[src/common/tsmi_pkg.sv]
// Constants, mode type and decode helpers of the temperature interrupt block.
// Assumes one clock domain and an AHB-Lite slave with word-aligned registers.
package tsmi_pkg;

  localparam int         TSMI_NCH     = 6;
  localparam int         TSMI_TW      = 8;
  // Register indices; byte address is four times the index
  localparam logic [7:0] IDX_CH1_HYST = 8'h3a;
  localparam logic [7:0] IDX_SD_EN    = 8'h40;
  localparam logic [7:0] IDX_SRC_A    = 8'h43;
  localparam logic [7:0] IDX_SRC_B    = 8'h44;
  localparam logic [7:0] IDX_SHUT     = 8'h46;
  localparam logic [7:0] IDX_MODE     = 8'h4c;
  localparam logic [7:0] IDX_EXT_EN   = 8'h80;
  localparam logic [7:0] IDX_EXT_MSK  = 8'h81;
  localparam logic [7:0] IDX_STAT     = 8'h82;
  localparam logic [7:0] IDX_IMASK    = 8'h83;
  localparam logic [7:0] IDX_ARMED    = 8'h84;
  localparam logic [7:0] IDX_LIM0     = 8'h90;
  // Field positions
  localparam int         B_SD_EN1     = 4;
  localparam int         B_SRC_A1     = 4;
  localparam int         B_SRC_B3     = 5;
  localparam int         B_SHUT1      = 3;
  localparam int         B_ONESHOT    = 5;
  localparam int         B_CMPSEL     = 6;
  localparam int         B_EXT_SHUT   = 3;
  // Values
  localparam logic [7:0]  HYST_CMP    = 8'h7f;
  localparam logic [15:0] LIM_RST     = 16'h7e7f;
  localparam logic [7:0]  REG_RST     = 8'h00;

  typedef enum logic [1:0] {
    TSMI_OFF = 2'b00,
    TSMI_TWO = 2'b01,
    TSMI_ONE = 2'b11,
    TSMI_CMP = 2'b10
  } tsmi_mode_t;

  // Channel mode from its mask, enable and select bits
  function automatic tsmi_mode_t tsmi_mode(input logic first, input logic src,
                                          input logic en, input logic shut,
                                          input logic cmpsel, input logic oneshot,
                                          input logic [7:0] hyst);
    tsmi_mode_t m;
    m = TSMI_TWO;
    if (src)
      m = TSMI_OFF;
    else if (en)
      m = shut ? TSMI_OFF : TSMI_TWO;
    else if (first && hyst == HYST_CMP)
      m = TSMI_CMP;
    else if (first)
      m = oneshot ? TSMI_ONE : TSMI_TWO;
    else if (cmpsel)
      m = TSMI_CMP;
    return m;
  endfunction : tsmi_mode

endpackage : tsmi_pkg

[src/rtl/tsmi_lim_mem.sv]
// Limit memory: one word per channel, high limit low byte, hysteresis high byte.
// Assumes writes and both reads share hclk; read data are registered.
`timescale 1ns/1ps
module tsmi_lim_mem
  import tsmi_pkg::*;
#(
  parameter int DEPTH = TSMI_NCH,
  parameter int AW    = 3
)(
  input  wire logic          clk,
  input  wire logic          rst_n,
  input  wire logic [1:0]    we,
  input  wire logic [AW-1:0] waddr,
  input  wire logic [15:0]   wdata,
  input  wire logic [AW-1:0] ra_addr,
  output logic      [15:0]   ra_data,
  input  wire logic [AW-1:0] rb_addr,
  output logic      [15:0]   rb_data
);

  logic [15:0] mem [DEPTH];

  // Byte-lane writes
  always_ff @(posedge clk or negedge rst_n)
  begin
    if (!rst_n)
    begin
      for (int i = 0; i < DEPTH; i++)
        mem[i] <= LIM_RST;
    end
    else
    begin
      if (we[0])
        mem[waddr][7:0] <= wdata[7:0];
      if (we[1])
        mem[waddr][15:8] <= wdata[15:8];
    end
  end

  // Registered read ports
  always_ff @(posedge clk or negedge rst_n)
  begin
    if (!rst_n)
    begin
      ra_data <= LIM_RST;
      rb_data <= LIM_RST;
    end
    else
    begin
      ra_data <= mem[ra_addr];
      rb_data <= mem[rb_addr];
    end
  end

endmodule : tsmi_lim_mem

[src/rtl/tsmi_chan.sv]
// One temperature channel: armed state and event decision per evaluation.
// Assumes temperature and limits are two's complement and valid with eval.
`timescale 1ns/1ps
module tsmi_chan
  import tsmi_pkg::*;
(
  input  wire logic       clk,
  input  wire logic       rst_n,
  input  wire logic       eval,
  input  tsmi_mode_t      mode,
  input  wire logic [7:0] temp,
  input  wire logic [7:0] hi_lim,
  input  wire logic [7:0] lo_lim,
  output logic            event_p,
  output logic            armed
);

  logic over;
  logic under;
  logic next_armed;
  logic next_event;

  assign over  = $signed(temp) > $signed(hi_lim);
  assign under = $signed(temp) < $signed(lo_lim);

  // Armed bit and event decision
  always_comb
  begin
    next_armed = armed ? !over : under;
    next_event = 1'b0;
    case (mode)
      TSMI_OFF: next_armed = 1'b1;
      TSMI_TWO: next_event = (armed && over) || (!armed && under);
      TSMI_ONE: next_event = armed && over;
      TSMI_CMP: next_event = over || (!armed && !under);
      default:  next_event = 1'b0;
    endcase
  end

  always_ff @(posedge clk or negedge rst_n)
  begin
    if (!rst_n)
    begin
      armed   <= 1'b1;
      event_p <= 1'b0;
    end
    else
    begin
      event_p <= eval && next_event;
      if (eval)
        armed <= next_armed;
    end
  end

  a_two_rise: assert property (@(posedge clk) disable iff (!rst_n)
    eval && mode == TSMI_TWO && armed && over |=> event_p && !armed)
    else $error("two-times rise not reported");
  a_two_quiet: assert property (@(posedge clk) disable iff (!rst_n)
    eval && mode == TSMI_TWO && !armed && !under |=> !event_p && !armed)
    else $error("repeat event while high");
  a_one_fall: assert property (@(posedge clk) disable iff (!rst_n)
    eval && mode == TSMI_ONE && !armed |=> !event_p)
    else $error("one-time mode reported a fall");
  a_cmp_hold: assert property (@(posedge clk) disable iff (!rst_n)
    eval && mode == TSMI_CMP && (over || (!armed && !under)) |=> event_p)
    else $error("comparator event missing");
  a_rearm_low: assert property (@(posedge clk) disable iff (!rst_n)
    eval && mode != TSMI_OFF && !armed && under |=> armed)
    else $error("channel not re-armed");

endmodule : tsmi_chan

[src/rtl/tsmi_ctrl.sv]
// Temperature interrupt controller: AHB-Lite registers, channel scan, status.
// Assumes temperature readings come from logic on hclk; one wait state a transfer.
`timescale 1ns/1ps
module tsmi_ctrl
  import tsmi_pkg::*;
#(
  parameter int NCH = TSMI_NCH
)(
  input  wire logic              hclk,
  input  wire logic              hresetn,
  input  wire logic              hsel,
  input  wire logic [31:0]       haddr,
  input  wire logic [1:0]        htrans,
  input  wire logic              hwrite,
  input  wire logic [2:0]        hsize,
  input  wire logic [31:0]       hwdata,
  input  wire logic              hready,
  output logic                   hreadyout,
  output logic                   hresp,
  output logic      [31:0]       hrdata,
  input  wire logic [NCH*8-1:0]  temp_reading,
  output logic                   irq,
  output logic                   mgmt_interrupt_n
);

  // ----------------------------------------------------------------
  // Bus phase tracking
  // ----------------------------------------------------------------

  logic       a_take;
  logic       busy;
  logic       d_write;
  logic       d_hit;
  logic [7:0] d_idx;
  logic [7:0] a_idx;
  logic       wr;
  logic       rd;

  assign a_take = hsel && hready && htrans[1];
  assign a_idx  = haddr[9:2];
  assign wr     = busy && d_write && d_hit;
  assign rd     = busy && !d_write && d_hit;

  // Address phase capture
  always_ff @(posedge hclk or negedge hresetn)
  begin
    if (!hresetn)
    begin
      busy    <= 1'b0;
      d_write <= 1'b0;
      d_hit   <= 1'b0;
      d_idx   <= 8'h00;
    end
    else if (a_take)
    begin
      busy    <= 1'b1;
      d_write <= hwrite;
      d_hit   <= (haddr[31:10] == 22'h000000) && (haddr[1:0] == 2'b00);
      d_idx   <= a_idx;
    end
    else
    begin
      busy <= 1'b0;
    end
  end

  // One wait state, always OKAY
  always_ff @(posedge hclk or negedge hresetn)
  begin
    if (!hresetn)
    begin
      hreadyout <= 1'b1;
      hresp     <= 1'b0;
    end
    else
    begin
      hresp <= 1'b0;
      if (a_take)
        hreadyout <= 1'b0;
      else if (busy)
        hreadyout <= 1'b1;
    end
  end

  // ----------------------------------------------------------------
  // Configuration registers
  // ----------------------------------------------------------------

  logic [7:0] sd_en_r;
  logic [7:0] src_a_r;
  logic [7:0] src_b_r;
  logic [7:0] shut_r;
  logic [7:0] mode_r;
  logic [7:0] ext_en_r;
  logic [7:0] ext_msk_r;
  logic [7:0] imask;

  // Software writes
  always_ff @(posedge hclk or negedge hresetn)
  begin
    if (!hresetn)
    begin
      sd_en_r   <= REG_RST;
      src_a_r   <= REG_RST;
      src_b_r   <= REG_RST;
      shut_r    <= REG_RST;
      mode_r    <= REG_RST;
      ext_en_r  <= REG_RST;
      ext_msk_r <= REG_RST;
      imask     <= REG_RST;
    end
    else if (wr)
    begin
      case (d_idx)
        IDX_SD_EN:   sd_en_r   <= hwdata[7:0];
        IDX_SRC_A:   src_a_r   <= hwdata[7:0];
        IDX_SRC_B:   src_b_r   <= hwdata[7:0];
        IDX_SHUT:    shut_r    <= hwdata[7:0];
        IDX_MODE:    mode_r    <= hwdata[7:0];
        IDX_EXT_EN:  ext_en_r  <= hwdata[7:0];
        IDX_EXT_MSK: ext_msk_r <= hwdata[7:0];
        IDX_IMASK:   imask     <= hwdata[7:0];
        default:     ;
      endcase
    end
  end

  // ----------------------------------------------------------------
  // Limit memory access
  // ----------------------------------------------------------------

  logic [1:0]  lim_we;
  logic [2:0]  lim_waddr;
  logic [15:0] lim_wdata;
  logic [2:0]  lim_raddr;
  logic [15:0] lim_rdata;
  logic [2:0]  scan;
  logic [2:0]  scan_d;
  logic        scan_v;
  logic [15:0] scan_lim;

  // Is the index inside the per-channel limit window
  function automatic logic lim_win(input logic [7:0] idx);
    return (idx >= IDX_LIM0) && (idx < IDX_LIM0 + 8'(NCH));
  endfunction : lim_win

  // Bus write into limit words or channel 1 hysteresis byte
  always_comb
  begin
    lim_we    = 2'b00;
    lim_waddr = 3'(d_idx - IDX_LIM0);
    lim_wdata = hwdata[15:0];
    if (wr && lim_win(d_idx))
      lim_we = 2'b11;
    else if (wr && d_idx == IDX_CH1_HYST)
    begin
      lim_we    = 2'b10;
      lim_waddr = 3'h0;
      lim_wdata = {hwdata[7:0], 8'h00};
    end
  end

  // Read address taken in the address phase
  assign lim_raddr = (a_idx == IDX_CH1_HYST) ? 3'h0 : 3'(a_idx - IDX_LIM0);

  tsmi_lim_mem #(
    .DEPTH (NCH),
    .AW    (3)
  ) u_mem (
    .clk     (hclk),
    .rst_n   (hresetn),
    .we      (lim_we),
    .waddr   (lim_waddr),
    .wdata   (lim_wdata),
    .ra_addr (lim_raddr),
    .ra_data (lim_rdata),
    .rb_addr (scan),
    .rb_data (scan_lim)
  );

  // ----------------------------------------------------------------
  // Channel scan
  // ----------------------------------------------------------------

  // Round-robin over channels; limits arrive one cycle later
  always_ff @(posedge hclk or negedge hresetn)
  begin
    if (!hresetn)
    begin
      scan   <= 3'h0;
      scan_d <= 3'h0;
      scan_v <= 1'b0;
    end
    else
    begin
      scan   <= (scan == 3'(NCH - 1)) ? 3'h0 : scan + 3'h1;
      scan_d <= scan;
      scan_v <= 1'b1;
    end
  end

  // ----------------------------------------------------------------
  // Mode decode and channels
  // ----------------------------------------------------------------

  logic [NCH-1:0] src_m;
  logic [NCH-1:0] sd_en;
  logic [NCH-1:0] sd_m;
  logic [NCH-1:0] ev_vec;
  logic [NCH-1:0] armed_vec;
  tsmi_mode_t     ch_mode [NCH];

  assign src_m[0] = src_a_r[B_SRC_A1];
  assign sd_en[0] = sd_en_r[B_SD_EN1];
  assign sd_m[0]  = shut_r[B_SHUT1];
  assign src_m[1] = src_a_r[B_SRC_A1+1];
  assign sd_en[1] = sd_en_r[B_SD_EN1+1];
  assign sd_m[1]  = shut_r[B_SHUT1+1];
  assign src_m[2] = src_b_r[B_SRC_B3];
  assign sd_en[2] = sd_en_r[B_SD_EN1+2];
  assign sd_m[2]  = shut_r[B_SHUT1+2];

  genvar g;
  generate
    for (g = 0; g < NCH; g++)
    begin : g_ch
      if (g >= 3)
      begin : g_ext
        // Channels 4 to 6 mode bits
        assign src_m[g] = ext_msk_r[g-3];
        assign sd_en[g] = ext_en_r[g-3];
        assign sd_m[g]  = ext_msk_r[B_EXT_SHUT+g-3];
      end

      assign ch_mode[g] = tsmi_mode(g == 0, src_m[g], sd_en[g], sd_m[g],
                                    mode_r[B_CMPSEL], mode_r[B_ONESHOT],
                                    scan_lim[15:8]);

      tsmi_chan u_ch (
        .clk     (hclk),
        .rst_n   (hresetn),
        .eval    (scan_v && scan_d == 3'(g)),
        .mode    (ch_mode[g]),
        .temp    (temp_reading[g*8 +: 8]),
        .hi_lim  (scan_lim[7:0]),
        .lo_lim  (scan_lim[15:8]),
        .event_p (ev_vec[g]),
        .armed   (armed_vec[g])
      );
    end
  endgenerate

  // ----------------------------------------------------------------
  // Status and interrupt
  // ----------------------------------------------------------------

  logic [NCH-1:0] stat;
  logic [NCH-1:0] clr;
  logic           next_irq;

  // Read of status or write-one clears; new events win
  always_comb
  begin
    clr = '0;
    if (rd && d_idx == IDX_STAT)
      clr = stat;
    else if (wr && d_idx == IDX_STAT)
      clr = hwdata[NCH-1:0];
  end

  always_ff @(posedge hclk or negedge hresetn)
  begin
    if (!hresetn)
      stat <= '0;
    else
      stat <= (stat & ~clr) | ev_vec;
  end

  assign next_irq = |(stat & ~imask[NCH-1:0]);

  always_ff @(posedge hclk or negedge hresetn)
  begin
    if (!hresetn)
    begin
      irq              <= 1'b0;
      mgmt_interrupt_n <= 1'b1;
    end
    else
    begin
      irq              <= next_irq;
      mgmt_interrupt_n <= !next_irq;
    end
  end

  // ----------------------------------------------------------------
  // Read data
  // ----------------------------------------------------------------

  // Read mux, loaded in the data phase
  always_ff @(posedge hclk or negedge hresetn)
  begin
    if (!hresetn)
      hrdata <= 32'h00000000;
    else if (busy)
    begin
      hrdata <= 32'h00000000;
      if (rd)
      begin
        case (d_idx)
          IDX_CH1_HYST: hrdata[7:0]     <= lim_rdata[15:8];
          IDX_SD_EN:    hrdata[7:0]     <= sd_en_r;
          IDX_SRC_A:    hrdata[7:0]     <= src_a_r;
          IDX_SRC_B:    hrdata[7:0]     <= src_b_r;
          IDX_SHUT:     hrdata[7:0]     <= shut_r;
          IDX_MODE:     hrdata[7:0]     <= mode_r;
          IDX_EXT_EN:   hrdata[7:0]     <= ext_en_r;
          IDX_EXT_MSK:  hrdata[7:0]     <= ext_msk_r;
          IDX_STAT:     hrdata[NCH-1:0] <= stat;
          IDX_IMASK:    hrdata[7:0]     <= imask;
          IDX_ARMED:    hrdata[NCH-1:0] <= armed_vec;
          default:
          begin
            if (lim_win(d_idx))
              hrdata[15:0] <= lim_rdata;
          end
        endcase
      end
    end
  end

  // ----------------------------------------------------------------
  // Checks
  // ----------------------------------------------------------------

  a_irq_level: assert property (@(posedge hclk) disable iff (!hresetn)
    |(stat & ~imask[NCH-1:0]) |=> irq && !mgmt_interrupt_n)
    else $error("interrupt not raised for pending event");
  a_irq_quiet: assert property (@(posedge hclk) disable iff (!hresetn)
    (stat & ~imask[NCH-1:0]) == '0 |=> !irq && mgmt_interrupt_n)
    else $error("interrupt raised with nothing pending");
  a_stat_sticky: assert property (@(posedge hclk) disable iff (!hresetn)
    !(busy && d_idx == IDX_STAT) |=> (stat & $past(stat)) == $past(stat))
    else $error("status lost without a read");
  a_read_clear: assert property (@(posedge hclk) disable iff (!hresetn)
    rd && d_idx == IDX_STAT && ev_vec == '0 |=> stat == '0)
    else $error("status read did not clear");
  a_set_wins: assert property (@(posedge hclk) disable iff (!hresetn)
    ev_vec != '0 |=> (stat & $past(ev_vec)) == $past(ev_vec))
    else $error("event lost against clear");
  a_bus_wait: assert property (@(posedge hclk) disable iff (!hresetn)
    a_take |=> !hreadyout ##1 hreadyout)
    else $error("transfer timing wrong");
  a_ch2_cmp: assert property (@(posedge hclk) disable iff (!hresetn)
    !src_m[1] && !sd_en[1] && mode_r[B_CMPSEL] |-> ch_mode[1] == TSMI_CMP)
    else $error("channel 2 not in comparator mode");
  a_ch2_two: assert property (@(posedge hclk) disable iff (!hresetn)
    !src_m[1] && !sd_en[1] && !mode_r[B_CMPSEL] |-> ch_mode[1] == TSMI_TWO)
    else $error("channel 2 not in two-times mode");
  a_ch1_shut: assert property (@(posedge hclk) disable iff (!hresetn)
    !src_m[0] && sd_en[0] |-> ch_mode[0] == (sd_m[0] ? TSMI_OFF : TSMI_TWO))
    else $error("channel 1 shutdown decode wrong");
  a_ch1_one: assert property (@(posedge hclk) disable iff (!hresetn)
    !src_m[0] && !sd_en[0] && scan_lim[15:8] != HYST_CMP && mode_r[B_ONESHOT]
    |-> ch_mode[0] == TSMI_ONE)
    else $error("channel 1 one-time decode wrong");

endmodule : tsmi_ctrl

[config.mk]
export PLATFORM = sky130hd
export DESIGN_NAME = tsmi_ctrl
export DESIGN_NICKNAME = d
export VERILOG_FILES = /design/src/common/tsmi_pkg.sv /design/src/rtl/tsmi_lim_mem.sv /design/src/rtl/tsmi_chan.sv /design/src/rtl/tsmi_ctrl.sv
export SDC_FILE = /design/constraint.sdc
export NUM_CORES = 1
export LEC_CHECK = 0
export BUFFER_PORTS_ARGS = -buffer_cell sky130_fd_sc_hd__buf_2
export CAP_MARGIN = 25
export CORE_ASPECT_RATIO = 0.8
export CORE_UTILIZATION = 30
export CTS_BUF_LIST = sky130_fd_sc_hd__clkbuf_4
export CTS_CLUSTER_DIAMETER = 150
export DETAILED_ROUTE_END_ITERATION = 12
export GPL_TIMING_DRIVEN = 0
export SETUP_SLACK_MARGIN = 0.5
export SLEW_MARGIN = 0
export SYNTH_ARGS = -nofsm -noshare
export SYNTH_HDL_FRONTEND = slang
export SYNTH_SLANG_ARGS = --single-unit
[constraint.sdc]
create_clock -name hclk -period 7.9 [get_ports hclk]
set_clock_uncertainty 0.15 [all_clocks]
set_input_delay 0.395 -clock hclk [delete_from_list [all_inputs] [get_ports hclk]]
set_output_delay 0.395 -clock hclk [all_outputs]
set_load 0.02 [all_outputs]
Yosys cells after proc, flatten, opt, wreduce, memory -nomap -nowiden

Index checks and enable logic that the tools add are counted.
Widths: inputs -> output; s select.

Equality and inequality tests: 37
$lt $le $gt $ge: 18
Mux-type cells: 71
Reduce and logical (&&, ||, !) cells: 96
$add $sub $neg: 3
Bitwise logic cells: 8

Operators by type and width:

| cell               | number |
|---|---|
| $bwmux 96          | 2 |
| $mux 96            | 2 |
| $mux 16            | 9 |
| $bmux 16 s3        | 2 |
| $demux 16 s3       | 2 |
| $pmux 6 s11        | 1 |
| $eq 8x7->1 const B | 6 |
| $gt 8x8->1         | 6 |
| $lt 8x8->1         | 6 |
| $logic_and 1x1->1  | 43 |
| $eq 8x8->1 const B | 5 |
| $mux 2             | 17 |
| $eq 2x2->1 const B | 12 |
| $logic_not 22->1   | 1 |
| $mux 1             | 21 |
| $logic_not 1->1    | 20 |
| $pmux 2 s10        | 1 |
| $pmux 1 s3         | 6 |
| $eq 8x6->1 const B | 2 |
| $mux 8             | 2 |
| $reduce_and 2->1   | 8 |
| $logic_not 2->1    | 7 |
| $and 6x6->6        | 2 |
| $eq 2x1->1 const B | 6 |
| other kinds (20)   | 44 |

Register bits after elaboration: 247
Word-level logic and storage cells: 273
Output and inout bits: 36
Input port bits: 122

Longest topological paths before layout

Depth after elaboration: 14
Gate-level depth with buffers: 9
Gate-level depth less buffers: 8

Modules after synthesis

A second synthesis with hierarchy kept.

Cell total of the unflattened synthesis: 1342
Area, all modules: 15315.9 um2

By module, submodules not included:

| module       | area each (um2) | sequential area each (um2) | cells an instance | times used |
|---|---|---|---|---|
| tsmi_lim_mem | 6257.3          | 3333.2                     | 435               | 1 |
| tsmi_ctrl    | 5695.5          | 2680.1                     | 517               | 1 |
| tsmi_chan    | 560.5           | 51.3                       | 65                | 6 |

Worst setup path after synthesis

OpenSTA, ideal clock, no wires.

Path kind: register -> register
From: reg u_mem.rb_data[13]
To: reg g_ch[2].u_ch.event_p
Data required time: 7.611 ns
Stages on the path, launching flop included: 8
Path slack: 5.410 ns
Setup time: 0.139 ns
Buffers on the path: 0
Clock period less this slack: 2.490 ns
Arrival: 2.200 ns
Cells stage by stage: dfstp_2 inv_1 ha_1 a21o_1 a2111oi_0 nor4_1 o311ai_0 o21ai_0

Longest elaborated chain between the ends: 6
Elaborated cells on any way between the ends: 8
Those cells by class: order compare: 1; mux: 1; reduce/logical: 6

RTL lines:

| item                   | line               | RTL |
|---|---|---|
| start, declared        | tsmi_lim_mem.sv:18 | `output logic [15:0] rb_data` |
| start signal, assigned | tsmi_lim_mem.sv:51 | `rb_data <= mem[rb_addr];` |
| $lt 8x8->1 *           | tsmi_chan.sv:24    | `assign under = $signed(temp) < $signed(lo_lim);` |
| $logic_not 1->1        | tsmi_chan.sv:35    | `TSMI_CMP: next_event = over \|\| (!armed && !under);` |
| $logic_and 1x1->1      | tsmi_chan.sv:35    |  |
| $logic_or 1x1->1       | tsmi_chan.sv:35    |  |
| $pmux 1 s3 *           | tsmi_chan.sv:31    | `case (mode)` |
| $logic_and 1x1->1 *    | tsmi_chan.sv:49    | `event_p <= eval && next_event;` |
| end signal, assigned   | tsmi_chan.sv:49    |  |
| end, declared          | tsmi_chan.sv:14    | `output logic event_p,` |

Every way passes the cells marked *; elsewhere a longest branch is shown, timed or not.
A chain may end at the register's enable or synchronous reset.

Final worst setup path

Ends and elaborated chain as after synthesis.

==> run_results.csv <==
group,metric,value,unit
setup_path,r2r_start,"u_mem.rb_data[13]",
placed_design,dp_hpwl,33500,um
placed_design,place_ws,4.93,ns
worst_hold_path,min_to,"g_ch[3].u_ch.armed",
timing,hold_viol,0,
synth,syn-instance-count,1322,
clock_tree,clockBufferDepth,3,
global_routing,grt_max_degree,126,
routing,drt_pre_antenna_iters,6,
clock_tree,numCtsBuffers,61,
die,io_pins,158,
synth,syn_area_per_cell,10.6,um2
clock_tree,cts.clk_slew.worst_paths,0.08,ns
global_routing,antenna_found_initial,1,
timing,fin_setup_tns,0,ns
global_routing,grt_pass1_vias,11962,
pwr,p_leak,8.03,nW
setup_path,path_class,"register to register",
synth,synth_cell_types,69,
run,maxCapViolCount,0,
timing,worst_slew_pin_slew,1.11,ns
routing,drc,0,
pwr,switching_share,0.301,
timing,min_period,3.01,ns
synth,synth-adder-area-share,0.0802,
die,initial_utilization,0.306,
placed_design,place_congestion,0.914,
routing,num_vias,11645,
pwr,p_int,1.97,mW
final_layout,drive_gt1_frac,0.307,
setup_path,critPathLaunchType,"register",
timing,slew_headroom,0.257,
run_status,status,"completed",
synth,synth_area,14000,um2
synth,synth_xor_area_frac,0,
synth,yosys.area_share.simple,0.122,
routing,ant_nets,0,
pwr,p_sw,0.846,mW
routing,drt_iter0_drc,888,
setup_path,rrSetupSlack,4.89,ns
worst_hold_path,min_from,"temp_reading[31]",
die,dieArea,47700,um2
clock_tree,cts_num_sinks,247,
routing,wl_per_cell,20.4,um
synth,async_reset_ff_frac,1.00,
clock_tree,h-tree-depth,2,
clock_tree,cts_setup_buffers,0,
synth,synth_compound_area_frac,0.138,
global_routing,track_usage,0.193,
global_routing,globalRoute.totalOverflow,0,
pwr,pwr-share-seq,0.486,
clock_tree,cts_tree,"built",
global_routing,grt_pass1_wl,70000,um
final_layout,nets,1767,
timing,hold-worst-slack,0.0894,ns
setup_path,r2r-end,"g_ch[2].u_ch.event_p",
synth,synth_top_family_by_area,"multiplexers",
timing,slew_viol_final,0,
timing,setup_slack,4.89,ns
synth,synth.area.mux_share,0.159,
die,die_w,244,um
synth,yosysTopAreaCell,"dfrtp_1",
die,coreArea,46000,um2
final_layout,area_delta_synth_final,18.3,%
synth,ys.flop_type,"dfrtp_1",
placed_design,io_buffers,117,
synth,synth.yosys.seq_area_share,0.450,
synth,ys_ff_latch,247,
pwr,p_per_area,169,nW/um2
routing,avgViaCountPerCell,5.24,
clock_tree,cts_root_buffer,"clkbuf_4",
worst_hold_path,hold_path.class,"input port to register",
synth,synth_common_cells,"nand2_1, dfrtp_1, o21ai_0, dfstp_2, ha_1",
synth,yosysMostFrequentCell,"nand2_1",
routing,drt-total-wl,45400,um
synth,ys_warn_count,0,
setup_path,arrival,3.46,ns
setup_path,worstPathMaxFanout,6,
setup_path,cp.required,8.35,ns
timing,setup_viol,0,
die,die_h,196,um
setup_path,cp-end-kind,"register",
pwr,power_frac_comb,0.143,
final_layout,fin_util,0.362,
clock_tree,insertion_delay,0.75,ns
synth,synth_top_area_frac,0.240,
setup_path,r2r_cells,7,
timing,clock.fmax,332,MHz
pwr,clkPwrFrac,0.371,
synth,synth_edf_count,0,
worst_hold_path,holdPathStages,5,
synth,synth.area.top_cells,"dfrtp_1, dfstp_2, ha_1",
pwr,vdd_drop_max,0.0893,mV
die,row_count,70,
timing,rsz0062_at_grt,"no",
timing,fin_crit_sh,0.381,
[cell families after synthesis]
logic type,Yosys count
buffers and inverters,161
flip-flops,247
AND/OR/NAND/NOR,349
other,2
AO/OA/AOI/OAI,305
multiplexers,168
adder cells (fa/ha/maj),90
[worst max-delay path by stage]
stage,startpoint,to,slack (ns),cells after the start
after floorplan,u_mem.rb_data[13],g_ch[2].u_ch.event_p,5.41,7
after global placement,hresetn,g_ch[3].u_ch.event_p,1.97,1
after detailed placement,u_mem.rb_data[13],g_ch[2].u_ch.event_p,4.93,7
after CTS,u_mem.rb_data[13],g_ch[2].u_ch.event_p,4.95,7
after global routing,u_mem.rb_data[13],g_ch[2].u_ch.event_p,4.63,7
final,u_mem.rb_data[13],g_ch[2].u_ch.event_p,4.89,7
[critical path, stage by stage (launching register included)]
cell and delay (ns):
dfstp_2 0.54, inv_1 0.17, ha_1 0.35, a21o_1 0.16
a2111oi_0 0.87, nor4_1 0.14, o311ai_0 0.33, o21ai_0 0.17
[placed cells by master, fill, tap and decap left out, types with 43 or more instances in the layout]
master,netlist,final
inv_1,74,74
dfrtp_1,135,135
nand2_1,164,164
mux2_2,76,76
clkbuf_4,0,81
dfstp_2,112,112
mux2i_1,55,55
ha_1,90,90
buf_2,18,134
o21ai_0,123,123
nor2_1,43,43
[what timing repair did]
item                                   4_1_cts  5_1_grt
hold buffers                                34        0
resized for setup                            0        0
endpoints found under the hold margin       99        0
[power groups by stage]
stage | clock [mW] | combinational, mW | sequential [mW]
after global placement | 0 | 0.374 | 1.39
after global routing | 1.14 | 0.438 | 1.37
after detailed placement | 0 | 0.383 | 1.39
after CTS | 1.07 | 0.399 | 1.37
final | 1.04 | 0.403 | 1.37
after floorplan | 0 | 0.229 | 1.37
[metrics by stage]
step / cell area [um2] / total power [mW] / instances
floorplan: 14100 / 1.60 / 1338
global placement: 15500 / 1.76 / 2067
detailed placement: 15500 / 1.77 / 2069
CTS: 16600 / 2.84 / 2219
global route: 16600 / 2.95 / 2221
finish: 16600 / 2.81 / 2222
[metal layers]
metal	vias to the layer above	part of all wire	track usage
met5	-	0	0
met4	0	0.030	0.0655
met3	99	0.084	0.0529
met2	456	0.45	0.299
met1	5761	0.43	0.258
li1	5329	-	-
[state kept, by name (all words and copies together), names as in the netlist, 3 cells and up]
register	count
u_mem.mem	96
u_mem.ra_data	16
scan	3
imask	8
u_mem.rb_data	16
hrdata	16
src_a_r	8
src_b_r	8
ext_en_r	8
g_ch.u_ch.event_p	6
ext_msk_r	8
mode_r	8
shut_r	8
scan_d	3
g_ch.u_ch.armed	6
sd_en_r	8
d_idx	8
stat	6
[layout make-up]
class,count,area [um2]
Fill cell,4662,29400
Sequential cell,247,6320
Multi-Input combinational cell,930,7080
Buffer,87,425
Tap cell,612,766
Clock inverter,35,148
Clock buffer,81,608
Timing Repair Buffer,154,988
Antenna cell,2,5.00
Inverter,74,278
Note: power is estimated with default switching activity, not from simulation.
